[config.mk]
export PLATFORM = sky130hd
export DESIGN_NAME = latency_device_flat
export DESIGN_NICKNAME = d
export VERILOG_FILES = /design/src/latency_pkg.sv /design/src/mode_link_if.sv /design/src/latency_device.sv /design/src/set_point_pair.sv /design/src/flat_wrapper.sv
export SDC_FILE = /design/constraint.sdc
export NUM_CORES = 1
export LEC_CHECK = 0
export BUFFER_PORTS_ARGS = -buffer_cell sky130_fd_sc_hd__buf_2
export CORE_MARGIN = 4
export CORE_UTILIZATION = 50
export DETAILED_ROUTE_END_ITERATION = 16
export PLACE_DENSITY = 0.79
export RECOVER_POWER = 100
export SLEW_MARGIN = 20
export SYNTH_ARGS = -nofsm -noshare
export SYNTH_HDL_FRONTEND = slang
export SYNTH_SLANG_ARGS = --single-unit
export TNS_END_PERCENT = 1
[constraint.sdc]
create_clock -name pclk -period 1.6 [get_ports pclk]
set_input_delay 0.24 -clock pclk [delete_from_list [all_inputs] [get_ports pclk]]
set_output_delay 0.24 -clock pclk [all_outputs]
set_load 0.005 [all_outputs]
[src/latency_pkg.sv]
package latency_pkg;

  // mode-register address space and the latency register location
  localparam int          MA_W              = 6;
  localparam logic [5:0]  LATENCY_CONFIG_MA = 6'h02;
  localparam logic [5:0]  IO_CONFIG_MA      = 6'h03;
  localparam logic [5:0]  SET_POINT_MA      = 6'h0D;

  // field positions in latency_config, io_config and the set-point register
  localparam int RL_LSB     = 0;
  localparam int WL_LSB     = 3;
  localparam int WLS_BIT    = 6;
  localparam int WRLEV_BIT  = 7;
  localparam int RDINV_BIT  = 6;
  localparam int WRITE_SET_POINT_SELECT_BIT = 6;
  localparam int OPERATING_SET_POINT_SELECT_BIT = 7;

  // reset values
  localparam logic [7:0] LATENCY_RESET   = 8'h00;
  localparam logic [7:0] IO_CONFIG_RESET = 8'h00;
  localparam logic [7:0] SET_POINT_RESET = 8'h00;

  // read-to-precharge delay that goes with the default read latency code
  localparam logic [5:0] RTP_DEFAULT = 6'h08;

  // burst geometry
  localparam int          COL_W    = 10;
  localparam logic [5:0]  BURST16  = 6'h10;
  localparam logic [5:0]  BURST32  = 6'h20;

  // controller command codes
  typedef enum logic [1:0] {
    CMD_NONE  = 2'b00,
    CMD_MRW   = 2'b01,
    CMD_MRR   = 2'b11,
    CMD_WRITE = 2'b10
  } cmd_t;

  // apb register map of the controller
  localparam logic [7:0] CTRL_OFF   = 8'h00;
  localparam logic [7:0] ADDR_OFF   = 8'h04;
  localparam logic [7:0] STATUS_OFF = 8'h08;
  localparam logic [7:0] LAT_OFF    = 8'h0C;

  // latency lookups: code to clocks
  function automatic logic [5:0] read_latency_of(input logic [2:0] code, input logic inv);
    logic [5:0] v;
    v = 6'h00;
    case (code)
      3'd0: v = 6'd6;
      3'd1: v = inv ? 6'd12 : 6'd10;
      3'd2: v = inv ? 6'd16 : 6'd14;
      3'd3: v = inv ? 6'd22 : 6'd20;
      3'd4: v = inv ? 6'd28 : 6'd24;
      3'd5: v = inv ? 6'd32 : 6'd28;
      3'd6: v = inv ? 6'd36 : 6'd32;
      default: v = inv ? 6'd40 : 6'd36;
    endcase
    return v;
  endfunction : read_latency_of

  function automatic logic [5:0] write_latency_of(input logic [2:0] code, input logic set_b);
    logic [5:0] v;
    v = 6'h00;
    case (code)
      3'd0: v = 6'd4;
      3'd1: v = set_b ? 6'd8  : 6'd6;
      3'd2: v = set_b ? 6'd12 : 6'd8;
      3'd3: v = set_b ? 6'd18 : 6'd10;
      3'd4: v = set_b ? 6'd22 : 6'd12;
      3'd5: v = set_b ? 6'd26 : 6'd14;
      3'd6: v = set_b ? 6'd30 : 6'd16;
      default: v = set_b ? 6'd34 : 6'd18;
    endcase
    return v;
  endfunction : write_latency_of

endpackage : latency_pkg

[src/mode_link_if.sv]
`timescale 1ns/1ps
interface mode_link_if;
  import latency_pkg::*;
  cmd_t        cmd;
  logic [5:0]  ma;
  logic [7:0]  wdata;
  logic [COL_W-1:0] col;
  logic        bl32;
  logic        beat_valid;
  logic [7:0]  rdata;
  logic        rvalid;
  logic        cmd_err;

  modport device (
    input  cmd, ma, wdata, col, bl32, beat_valid,
    output rdata, rvalid, cmd_err
  );
  modport controller (
    output cmd, ma, wdata, col, bl32, beat_valid,
    input  rdata, rvalid, cmd_err
  );
endinterface : mode_link_if

[src/latency_device.sv]
// The implementer's own choice: the APB register port.
`timescale 1ns/1ps
// How it works
// - 16-beat write: aligned start, beats ascend 0..F
// - 32-beat write: aligned start, beats ascend 0..1F
// - device takes column bits 1:0 as zero
// - controller sends column bits 3:2 zero on writes
// - read latency table, inversion off; default code 0
// - read latency table, inversion on
// - write latency table set A; default code 0
// - write latency table set B
// - bit 6 picks write latency set
// - leveling bit holds register-write state until cleared
// - controller issues only clearing write while leveling
// - commands reach the write-select set-point copy
// - operation uses the operating-select copy only
// - latency register lives at address 02h
// - read inversion is io_config bit 6, default off
module latency_device
  import latency_pkg::*;
(
  input  wire logic    pclk,
  input  wire logic    presetn,
  mode_link_if.device  link,
  output logic [5:0]   read_latency,
  output logic [5:0]   write_latency,
  output logic         write_latency_set_select,
  output logic         write_leveling,
  output logic [5:0]   read_to_precharge_delay,
  output logic [COL_W-1:0] beat_addr,
  output logic         beat_strobe
);
  // burst sequencer: idle and running differ in one bit
  typedef enum logic [1:0] {
    BURST_IDLE = 2'b00,
    BURST_RUN  = 2'b01
  } burst_state_t;

  // set-point copies as seen by commands and by operation
  logic [7:0]       lat_rd;
  logic [7:0]       lat_op;
  logic [7:0]       io_rd;
  logic [7:0]       io_op;
  // set-point control register
  logic [7:0]       sp_r;
  logic [7:0]       sp_nxt;
  // command decode
  logic             cmd_refused;
  logic             lat_we;
  logic             io_we;
  // readback answer
  logic [7:0]       rdata_r;
  logic [7:0]       rdata_nxt;
  logic             rvalid_r;
  logic             rvalid_nxt;
  logic             err_r;
  logic             err_nxt;
  // write burst sequencer
  burst_state_t     burst_state_r;
  burst_state_t     burst_state_nxt;
  logic [COL_W-1:0] base_r;
  logic [COL_W-1:0] base_nxt;
  logic [4:0]       beat_r;
  logic [4:0]       beat_nxt;
  logic [5:0]       left_r;
  logic [5:0]       left_nxt;

  // shared decode: the only command that gets through while leveling
  function automatic logic is_latency_write(input cmd_t       c,
                                            input logic [5:0] a);
    return (c == CMD_MRW) && (a == LATENCY_CONFIG_MA);
  endfunction : is_latency_write

  // the start column is forced onto the burst boundary; the bits below it
  // are either never sent or must arrive as zero
  function automatic logic [COL_W-1:0] burst_base(input logic [COL_W-1:0] c,
                                                  input logic             b32);
    logic [COL_W-1:0] v;
    v = b32 ? {c[COL_W-1:5], 5'h00} : {c[COL_W-1:4], 4'h0};
    return v;
  endfunction : burst_base

  // beats per burst
  function automatic logic [5:0] burst_len(input logic b32);
    return b32 ? BURST32 : BURST16;
  endfunction : burst_len

  // while leveling every command but the clearing latency write is refused
  assign cmd_refused = write_leveling && (link.cmd != CMD_NONE) &&
                       !is_latency_write(link.cmd, link.ma);
  // the latency copy stays writable while leveling, or the bit could never clear
  assign lat_we = is_latency_write(link.cmd, link.ma);
  assign io_we  = !cmd_refused && (link.cmd == CMD_MRW) && (link.ma == IO_CONFIG_MA);

  set_point_pair #(.RESET_VALUE(LATENCY_RESET)) u_latency (
    .pclk    (pclk),
    .presetn (presetn),
    .wr_en   (lat_we),
    .wr_data (link.wdata),
    .wr_sel  (sp_r[WRITE_SET_POINT_SELECT_BIT]),
    .op_sel  (sp_r[OPERATING_SET_POINT_SELECT_BIT]),
    .rd_data (lat_rd),
    .op_data (lat_op)
  );

  set_point_pair #(.RESET_VALUE(IO_CONFIG_RESET)) u_io (
    .pclk    (pclk),
    .presetn (presetn),
    .wr_en   (io_we),
    .wr_data (link.wdata),
    .wr_sel  (sp_r[WRITE_SET_POINT_SELECT_BIT]),
    .op_sel  (sp_r[OPERATING_SET_POINT_SELECT_BIT]),
    .rd_data (io_rd),
    .op_data (io_op)
  );

  // latencies decode from the operating copy only
  assign read_latency  = read_latency_of(lat_op[RL_LSB+:3], io_op[RDINV_BIT]);
  assign write_latency = write_latency_of(lat_op[WL_LSB+:3], lat_op[WLS_BIT]);
  assign write_latency_set_select = lat_op[WLS_BIT];
  assign write_leveling = lat_op[WRLEV_BIT];
  // only the default code's value is known; other codes hold the default
  assign read_to_precharge_delay = RTP_DEFAULT;

  assign link.rdata   = rdata_r;
  assign link.rvalid  = rvalid_r;
  assign link.cmd_err = err_r;
  assign beat_addr    = base_r | COL_W'(beat_r);
  assign beat_strobe  = (burst_state_r == BURST_RUN);

  // set-point control: bit 6 picks the copy that commands reach, bit 7 the
  // copy that runs; a refused command leaves it untouched
  always_comb begin
    sp_nxt = sp_r;
    if (!cmd_refused && (link.cmd == CMD_MRW) && (link.ma == SET_POINT_MA)) begin
      sp_nxt = link.wdata;
    end
  end

  // async reset loads constants only
  always_ff @(posedge pclk or negedge presetn) begin
    if (!presetn) begin
      sp_r <= SET_POINT_RESET;
    end else begin
      sp_r <= sp_nxt;
    end
  end

  // readback and refusal answers are one-cycle pulses, one cycle after the
  // command; the controller must catch them in that cycle
  always_comb begin
    rdata_nxt  = rdata_r;
    rvalid_nxt = 1'b0;
    err_nxt    = cmd_refused;
    if (!cmd_refused && (link.cmd == CMD_MRR)) begin
      rvalid_nxt = 1'b1;
      case (link.ma)
        LATENCY_CONFIG_MA: rdata_nxt = lat_rd;
        IO_CONFIG_MA:      rdata_nxt = io_rd;
        SET_POINT_MA:      rdata_nxt = sp_r;
        default:           rdata_nxt = 8'h00;
      endcase
    end
  end

  // async reset loads constants only
  always_ff @(posedge pclk or negedge presetn) begin
    if (!presetn) begin
      rdata_r  <= 8'h00;
      rvalid_r <= 1'b0;
      err_r    <= 1'b0;
    end else begin
      rdata_r  <= rdata_nxt;
      rvalid_r <= rvalid_nxt;
      err_r    <= err_nxt;
    end
  end

  // write burst: one beat a cycle in ascending order; a new write restarts
  // the count, since nothing queues a second burst behind the first
  always_comb begin
    burst_state_nxt = burst_state_r;
    base_nxt        = base_r;
    beat_nxt        = beat_r;
    left_nxt        = left_r;
    if (burst_state_r == BURST_RUN) begin
      beat_nxt = beat_r + 5'd1;
      left_nxt = left_r - 6'd1;
      if (left_r == 6'h01) begin
        burst_state_nxt = BURST_IDLE;
      end
    end
    if (!cmd_refused && (link.cmd == CMD_WRITE)) begin
      // low bits dropped: alignment is the controller's duty
      base_nxt        = burst_base(link.col, link.bl32);
      beat_nxt        = 5'h00;
      left_nxt        = burst_len(link.bl32);
      burst_state_nxt = BURST_RUN;
    end
  end

  // async reset loads constants only
  always_ff @(posedge pclk or negedge presetn) begin
    if (!presetn) begin
      burst_state_r <= BURST_IDLE;
      base_r        <= '0;
      beat_r        <= 5'h00;
      left_r        <= 6'h00;
    end else begin
      burst_state_r <= burst_state_nxt;
      base_r        <= base_nxt;
      beat_r        <= beat_nxt;
      left_r        <= left_nxt;
    end
  end
endmodule : latency_device

[src/set_point_pair.sv]
`timescale 1ns/1ps
// two set-point copies of one 8-bit mode register
module set_point_pair
  import latency_pkg::*;
#(
  parameter logic [7:0] RESET_VALUE = 8'h00
) (
  input  wire logic       pclk,
  input  wire logic       presetn,
  input  wire logic       wr_en,
  input  wire logic [7:0] wr_data,
  input  wire logic       wr_sel,
  input  wire logic       op_sel,
  output logic [7:0]      rd_data,
  output logic [7:0]      op_data
);
  logic [7:0] copy_r [2];
  logic [7:0] copy_nxt [2];

  // only the copy picked by the write select changes
  always_comb begin
    copy_nxt[0] = copy_r[0];
    copy_nxt[1] = copy_r[1];
    if (wr_en) begin
      copy_nxt[wr_sel] = wr_data;
    end
  end

  always_ff @(posedge pclk or negedge presetn) begin
    if (!presetn) begin
      copy_r[0] <= RESET_VALUE;
      copy_r[1] <= RESET_VALUE;
    end else begin
      copy_r[0] <= copy_nxt[0];
      copy_r[1] <= copy_nxt[1];
    end
  end

  assign rd_data = copy_r[wr_sel];
  assign op_data = copy_r[op_sel];
endmodule : set_point_pair

[src/flat_wrapper.sv]
// flat-port wrapper written by rule: the top's interface ports become plain ports
module latency_device_flat import latency_pkg::*;
  (pclk, presetn, read_latency, write_latency, write_latency_set_select, write_leveling, read_to_precharge_delay, beat_addr, beat_strobe, link_cmd, link_ma, link_wdata, link_col, link_bl32, link_beat_valid, link_rdata, link_rvalid, link_cmd_err);
  mode_link_if link_i ();
  input  wire logic pclk;
  input  wire logic presetn;
  output logic [5:0] read_latency;
  output logic [5:0] write_latency;
  output logic write_latency_set_select;
  output logic write_leveling;
  output logic [5:0] read_to_precharge_delay;
  output logic [COL_W-1:0] beat_addr;
  output logic beat_strobe;
  input wire logic [$bits(link_i.cmd)-1:0] link_cmd;
  input wire logic [$bits(link_i.ma)-1:0] link_ma;
  input wire logic [$bits(link_i.wdata)-1:0] link_wdata;
  input wire logic [$bits(link_i.col)-1:0] link_col;
  input wire logic [$bits(link_i.bl32)-1:0] link_bl32;
  input wire logic [$bits(link_i.beat_valid)-1:0] link_beat_valid;
  output wire logic [$bits(link_i.rdata)-1:0] link_rdata;
  output wire logic [$bits(link_i.rvalid)-1:0] link_rvalid;
  output wire logic [$bits(link_i.cmd_err)-1:0] link_cmd_err;
  assign link_i.cmd = link_cmd;
  assign link_i.ma = link_ma;
  assign link_i.wdata = link_wdata;
  assign link_i.col = link_col;
  assign link_i.bl32 = link_bl32;
  assign link_i.beat_valid = link_beat_valid;
  assign link_rdata = link_i.rdata;
  assign link_rvalid = link_i.rvalid;
  assign link_cmd_err = link_i.cmd_err;
  latency_device u_core (.pclk(pclk), .presetn(presetn), .link(link_i), .read_latency(read_latency), .write_latency(write_latency), .write_latency_set_select(write_latency_set_select), .write_leveling(write_leveling), .read_to_precharge_delay(read_to_precharge_delay), .beat_addr(beat_addr), .beat_strobe(beat_strobe));
endmodule
* Word level (Yosys, flattened, before mapping) *
Cells that the tools add are included.

word-level totals
  output and inout port bits = 41
  latch bits = 0
  memories = 0
  bits in read-only memories = 0
  bits in registers = 73
  word-level logic and storage cells = 100
  input port bits = 30
  memory bits (writable) = 0

operators by class
  add/sub/neg operators = 2
  div/mod/pow operators = 0
  $lt $le $gt $ge = 3
  eq/ne operators = 20
  bitwise operators = 3
  shift-type cells = 0
  $mul = 0
  reduce and logical (&&, ||, !) cells = 17
  multiplexer cells = 43

operators by type and width
  cell                 count
  $pmux 6 s7           2
  $mux 8               10
  $mux 5               7
  $bwmux 16            2
  $mux 6               5
  $pmux 8 s3           1
  $mux 7               3
  $eq 3x3->1 const B   6
  $eq 3x2->1 const B   4
  $eq 6x2->1 const B   2
  $mux 3               4
  $mux 4               3
  $or 10x5->10         1
  $logic_and 1x1->1    9
  $demux 8 s1          1
  $mux 2               4
  $eq 3x1->1 const B   2
  $eq 6x1->1 const B   1
  $eq 6x4->1 const B   1
  $logic_not 3->1      2
  $reduce_bool 2->1    3
  $sub 6x1->6 const B  1
  $add 5x1->5 const B  1
  $eq 2x1->1 const B   2
  other kinds (7)      11

* Longest topological paths before layout *
  depth in word-level cells = 10
  depth in mapped cells = 6
  depth with buffers taken out = 6

* By module *
Synthesis repeated with hierarchy kept, for this count alone.

unflattened totals
  cell total of the unflattened synthesis = 307
  area, all modules = 3,781.1 um^2

by module, submodules not included
  module          seq. area each (um^2)  times used  cells each  area each (um^2)
  latency_device  900.9                  1           201         2,104.5
  set_point_pair  400.4                  2           53          838.3

* Worst setup path after synthesis *
No wires, ideal clock.

  kind = flip-flop to output port
  start point = reg u_core.sp_r[7]
  end point = out read_latency[3]
  cell stages (with the launch flop) = 5
  data arrival time = 1,579 ps
  path slack = -219 ps
  path through = dfrtp_1 buf_6 mux2i_1 mux2_2 a21oi_1

between the ends
  word-level cells in the longest chain between the ends = 6

ends and longest elaborated chain
  what                                                                        line                   text
  start, declared                                                             latency_device.sv:45   logic [7:0] sp_r;
  start signal, assigned                                                      latency_device.sv:145  sp_r <= sp_nxt;
  $not 1->2 (implied by the code) *                                           set_point_pair.sv:40   assign op_data = copy_r[op_sel];
  $mux 8 (implied by the code) / $mux 7 (equally long branches) (3 in a row)  set_point_pair.sv:40
  $eq 3x3->1 (tied with other cells)                                          latency_pkg.sv:49      case (code)
  $pmux 6 s7 *                                                                latency_pkg.sv:49
  end, declared                                                               flat_wrapper.sv:7      output logic [5:0] read_latency;

Mark *: on every way between the ends. The rest lies on a longest branch, timed or not. The select of a mux whose other input is x is not followed.

* Final worst setup path *
Ends and elaborated chain as after synthesis.

==> results by group <==
Run status
  • Status: complete, but fails checks
  • Failing checks: negative setup slack

Critical path
  • Crit-path max cell delay: 0.47 ns
  • R2R Path Start: u_core.sp_r[7]
  • Slowest-stage cell, CP: dfrtp_2
  • Critical path arrival: 1.87 ns
  • Crit path required time: 1.36 ns
  • Worst Reg-to-Reg Cells: 6
  • Worst Setup Start Kind: flop
  • Cell Chain, Critical Path: buf_12 -> mux2i_4 -> buf_6 -> o21a_1 -> nor3_2 -> a21oi_2 -> buf_2
  • Worst Setup Path Type: reg2out
  • Crit. End Element: output port
  • Max Fanout on Critical Path: 5
  • Register-to-register setup slack: -0.28 ns
  • R2R Path End: u_core.u_io.copy_r[3]

Clock network
  • Number of buffers created by CTS: 9
  • Clock sinks: 68
  • H-tree levels: 3
  • Clock slew at reported path FFs: 0.07 ns
  • Clk Latency, worst-skew pair: 0.33 ns
  • Clk buf depth: 2
  • CTS tree: done
  • Clock Tree Root: clkbuf_8

Routing
  • DR DRC count: 0
  • Vias/cell: 5.35
  • ANT nets after route: 0
  • WL per Instance: 17.0 um
  • WL final: 8560 um
  • Vias after detailed routing: 2691
  • Pre-antenna DRT Iters: 4
  • Drt initial violations: 142

Synthesis
  • Post-synth EDFFs: 0
  • Yosys reg bits: 68
  • Mapped Avg Cell Area: 11.8 um2
  • Unique masters post-synth: 44
  • Syn Inst Count: 299
  • Ys async rst share: 1.00
  • Register area share after synthesis: 0.483
  • Synth top area share: 0.483
  • Area contributors post-synth: dfrtp_1 (48%), mux2_2 (15%), mux2i_1 (6.8%), buf_4 (3.8%), o21ai_0 (2.1%)
  • Area leader, netlist: dfrtp_1
  • Ys Warns: 0
  • Synth Cell Area: 3520 um2
  • Predominant post-synthesis flop cell: dfrtp_1

STA
  • Clock skew: 0.00786 ns
  • Final setup viols: 62
  • Period utilization: 1.32
  • Fin. Hold Viols: 0
  • Worst-Margin Slew: 0.616 ns
  • RSZ-0062 raised after global routing: yes
  • Fmax: 474 MHz
  • Period minus WS final: 2.11 ns
  • Rel. slew slack: 0.589
  • Fin. max-slew vios: 0
  • Worst setup margin: -0.511 ns
  • Worst hold-check slack: 0.133 ns

Place
  • DP Cell Count: 483
  • Number of port buffers: 57
  • Setup WS pre-CTS: -0.207 ns
  • Hpwl dp: 6240 um
  • Gpl congestion: 0.879

Cells and area
  • Most frequent cells in the layout: dfrtp_1 (67), buf_2 (46), mux2_2 (44)
  • Fillers: 509
  • Utilization after layout: 0.670
  • Layout Cells excl Fill: 503
  • Most common cell after layout, fill and taps aside: dfrtp_1
  • Final nets: 435
  • Area growth from synthesis to layout: 29.9%
  • Layout cells sized above 1: 0.455
  • Ant diodes: 0

Die
  • Site row count: 30
  • Starting Density: 0.516
  • Die Ht: 92.0 um
  • Top-level I/O count: 71
  • Placeable Area: 6830 um2
  • Die X: 92.0 um
  • Die Area: 8460 um2

Global route
  • Vias in the first global route: 2888
  • GR Util met2: 0.373
  • Pin count of the biggest net entering global routing: 39
  • First-pass GRT wire length: 14100 um
  • GRT overflow: 0
  • All-Layer GR Usage: 0.214
  • Met1 usage: 0.254
  • GRT busiest layer: met2
  • GRT met3 Usage: 0.0451
  • Initial antenna violation count: 0

Flow run
  • Max Cap Viol: 0

Pwr
  • Gate power share: 0.232
  • Seq pwr share: 0.442
  • PwrDens: 1050 nW/um2
  • P_leak: 2.13 nW
  • Sw Ratio: 0.285
  • Maximum vdd drop: 0.902 mV
  • Clock network power share: 0.325
  • Psw: 1.37 mW
  • Internal power: 3.44 mW

Worst hold path
  • Worst hold path type: in2reg
  • Worst hold path cell count: 2
  • Hold Crit Start: link_col[9]
  • Min-Delay Endpoint: u_core.base_r[9]
stage by stage:
stage               instance area, um2  total power, mW  TNS [ns]
global route                      4580             5.05    -17.21
CTS                               4560             4.83    -11.94
floorplan                         3560             2.85     -2.17
global placement                  4230             3.15     -3.33
finish                            4580             4.81    -12.72
detailed placement                4230             3.20     -5.76
synth_stat cells, drive strengths merged, types with 5 or more instances:
cell type / instances
inv: 6
mux2: 48
nor2: 16
o21a: 9
nand4: 7
dfrtp: 68
xor2: 7
xnor2: 5
a2bb2oi: 8
buf: 21
mux2i: 25
o21ai: 15
nand3: 9
nor3: 8
nand2: 12
a21oi: 5
worst max-delay path by stage:
| stage | slack [ns] | end | startpoint |
|---|---|---|---|
| 3_3_place_gp | -0.19 | read_latency[2] | u_core.sp_r[7] |
| 3_5_place_dp | -0.21 | read_latency[2] | u_core.sp_r[7] |
| 2_1_floorplan | -0.15 | u_core.u_io.copy_r[10] | u_core.sp_r[7] |
| 6_report | -0.51 | read_latency[3] | u_core.sp_r[7] |
| 4_1_cts | -0.50 | read_latency[3] | u_core.sp_r[7] |
| 5_1_grt | -0.58 | read_latency[4] | u_core.sp_r[7] |
repair_timing:
| action | in CTS | in global routing |
|---|---|---|
| setup buffers | 2 | 1 |
| setup endpoints to repair | 55 | 62 |
| gates resized for setup | 20 | 7 |
| endpoints found under the hold margin | 9 | 0 |
| pin swaps | 6 | 6 |
| hold buffers | 1 | 0 |
flip-flops by register name (all words and copies together) (netlist names):
| signal | cells |
|---|---|
| u_core.burst_state_r | 1 |
| u_core.link.rdata | 8 |
| u_core.link.rvalid | 1 |
| u_core.left_r | 6 |
| u_core.sp_r | 8 |
| u_core.beat_r | 5 |
| u_core.link.cmd_err | 1 |
| u_core.u_latency.copy_r | 16 |
| u_core.base_r | 6 |
| u_core.u_io.copy_r | 16 |
layout make-up:
type	count	area [um2]	area share
Clock buffer	10	138	0.0301
Clock inverter	6	86.3	0.0189
Inverter	6	27.5	0.00601
Multi-Input combinational cell	207	1750	0.383
Sequential cell	68	1700	0.372
Tap cell	96	120	0.0262
Timing Repair Buffer	110	751	0.164
worst max-delay path: cells and delay by family, from the launching register on:
kind                   cells  cell delay [ns]
buffers and inverters      3             0.42
DFF                        1             0.47
muxes                      1             0.20
and+or+nand+nor            1             0.19
AOI/OAI and AO/OA          2             0.25
kinds of logic (layout without fill, tap and decap cells):
group / after synthesis / in the layout / share of synthesized area
mux: 73 / 73 / 0.228
simple gates: 69 / 69 / 0.110
flops: 68 / 68 / 0.483
compound gates: 42 / 42 / 0.0827
buf+inv: 30 / 132 / 0.0540
xor+xnor: 12 / 12 / 0.0298
fa+ha+maj: 3 / 3 / 0.0107
other cells: 2 / 8 / 0.00213
per-layer routing:
layer | part of all wire | vias to the layer above
met5 | 0 | -
li1 | - | 1255
met3 | 0.052 | 9
met1 | 0.41 | 1356
met4 | 0.014 | 0
met2 | 0.52 | 71
power by group through the flow:
stage / logic [mW] / registers (mW) / clock network, mW
6_report: 1.12 / 2.13 / 1.56
5_1_grt: 1.24 / 2.16 / 1.65
4_1_cts: 1.12 / 2.12 / 1.59
3_5_place_dp: 1.05 / 2.15 / 0
3_3_place_gp: 1.01 / 2.14 / 0
2_1_floorplan: 0.748 / 2.10 / 0
No activity file was read; power rests on OpenSTA's default activity.
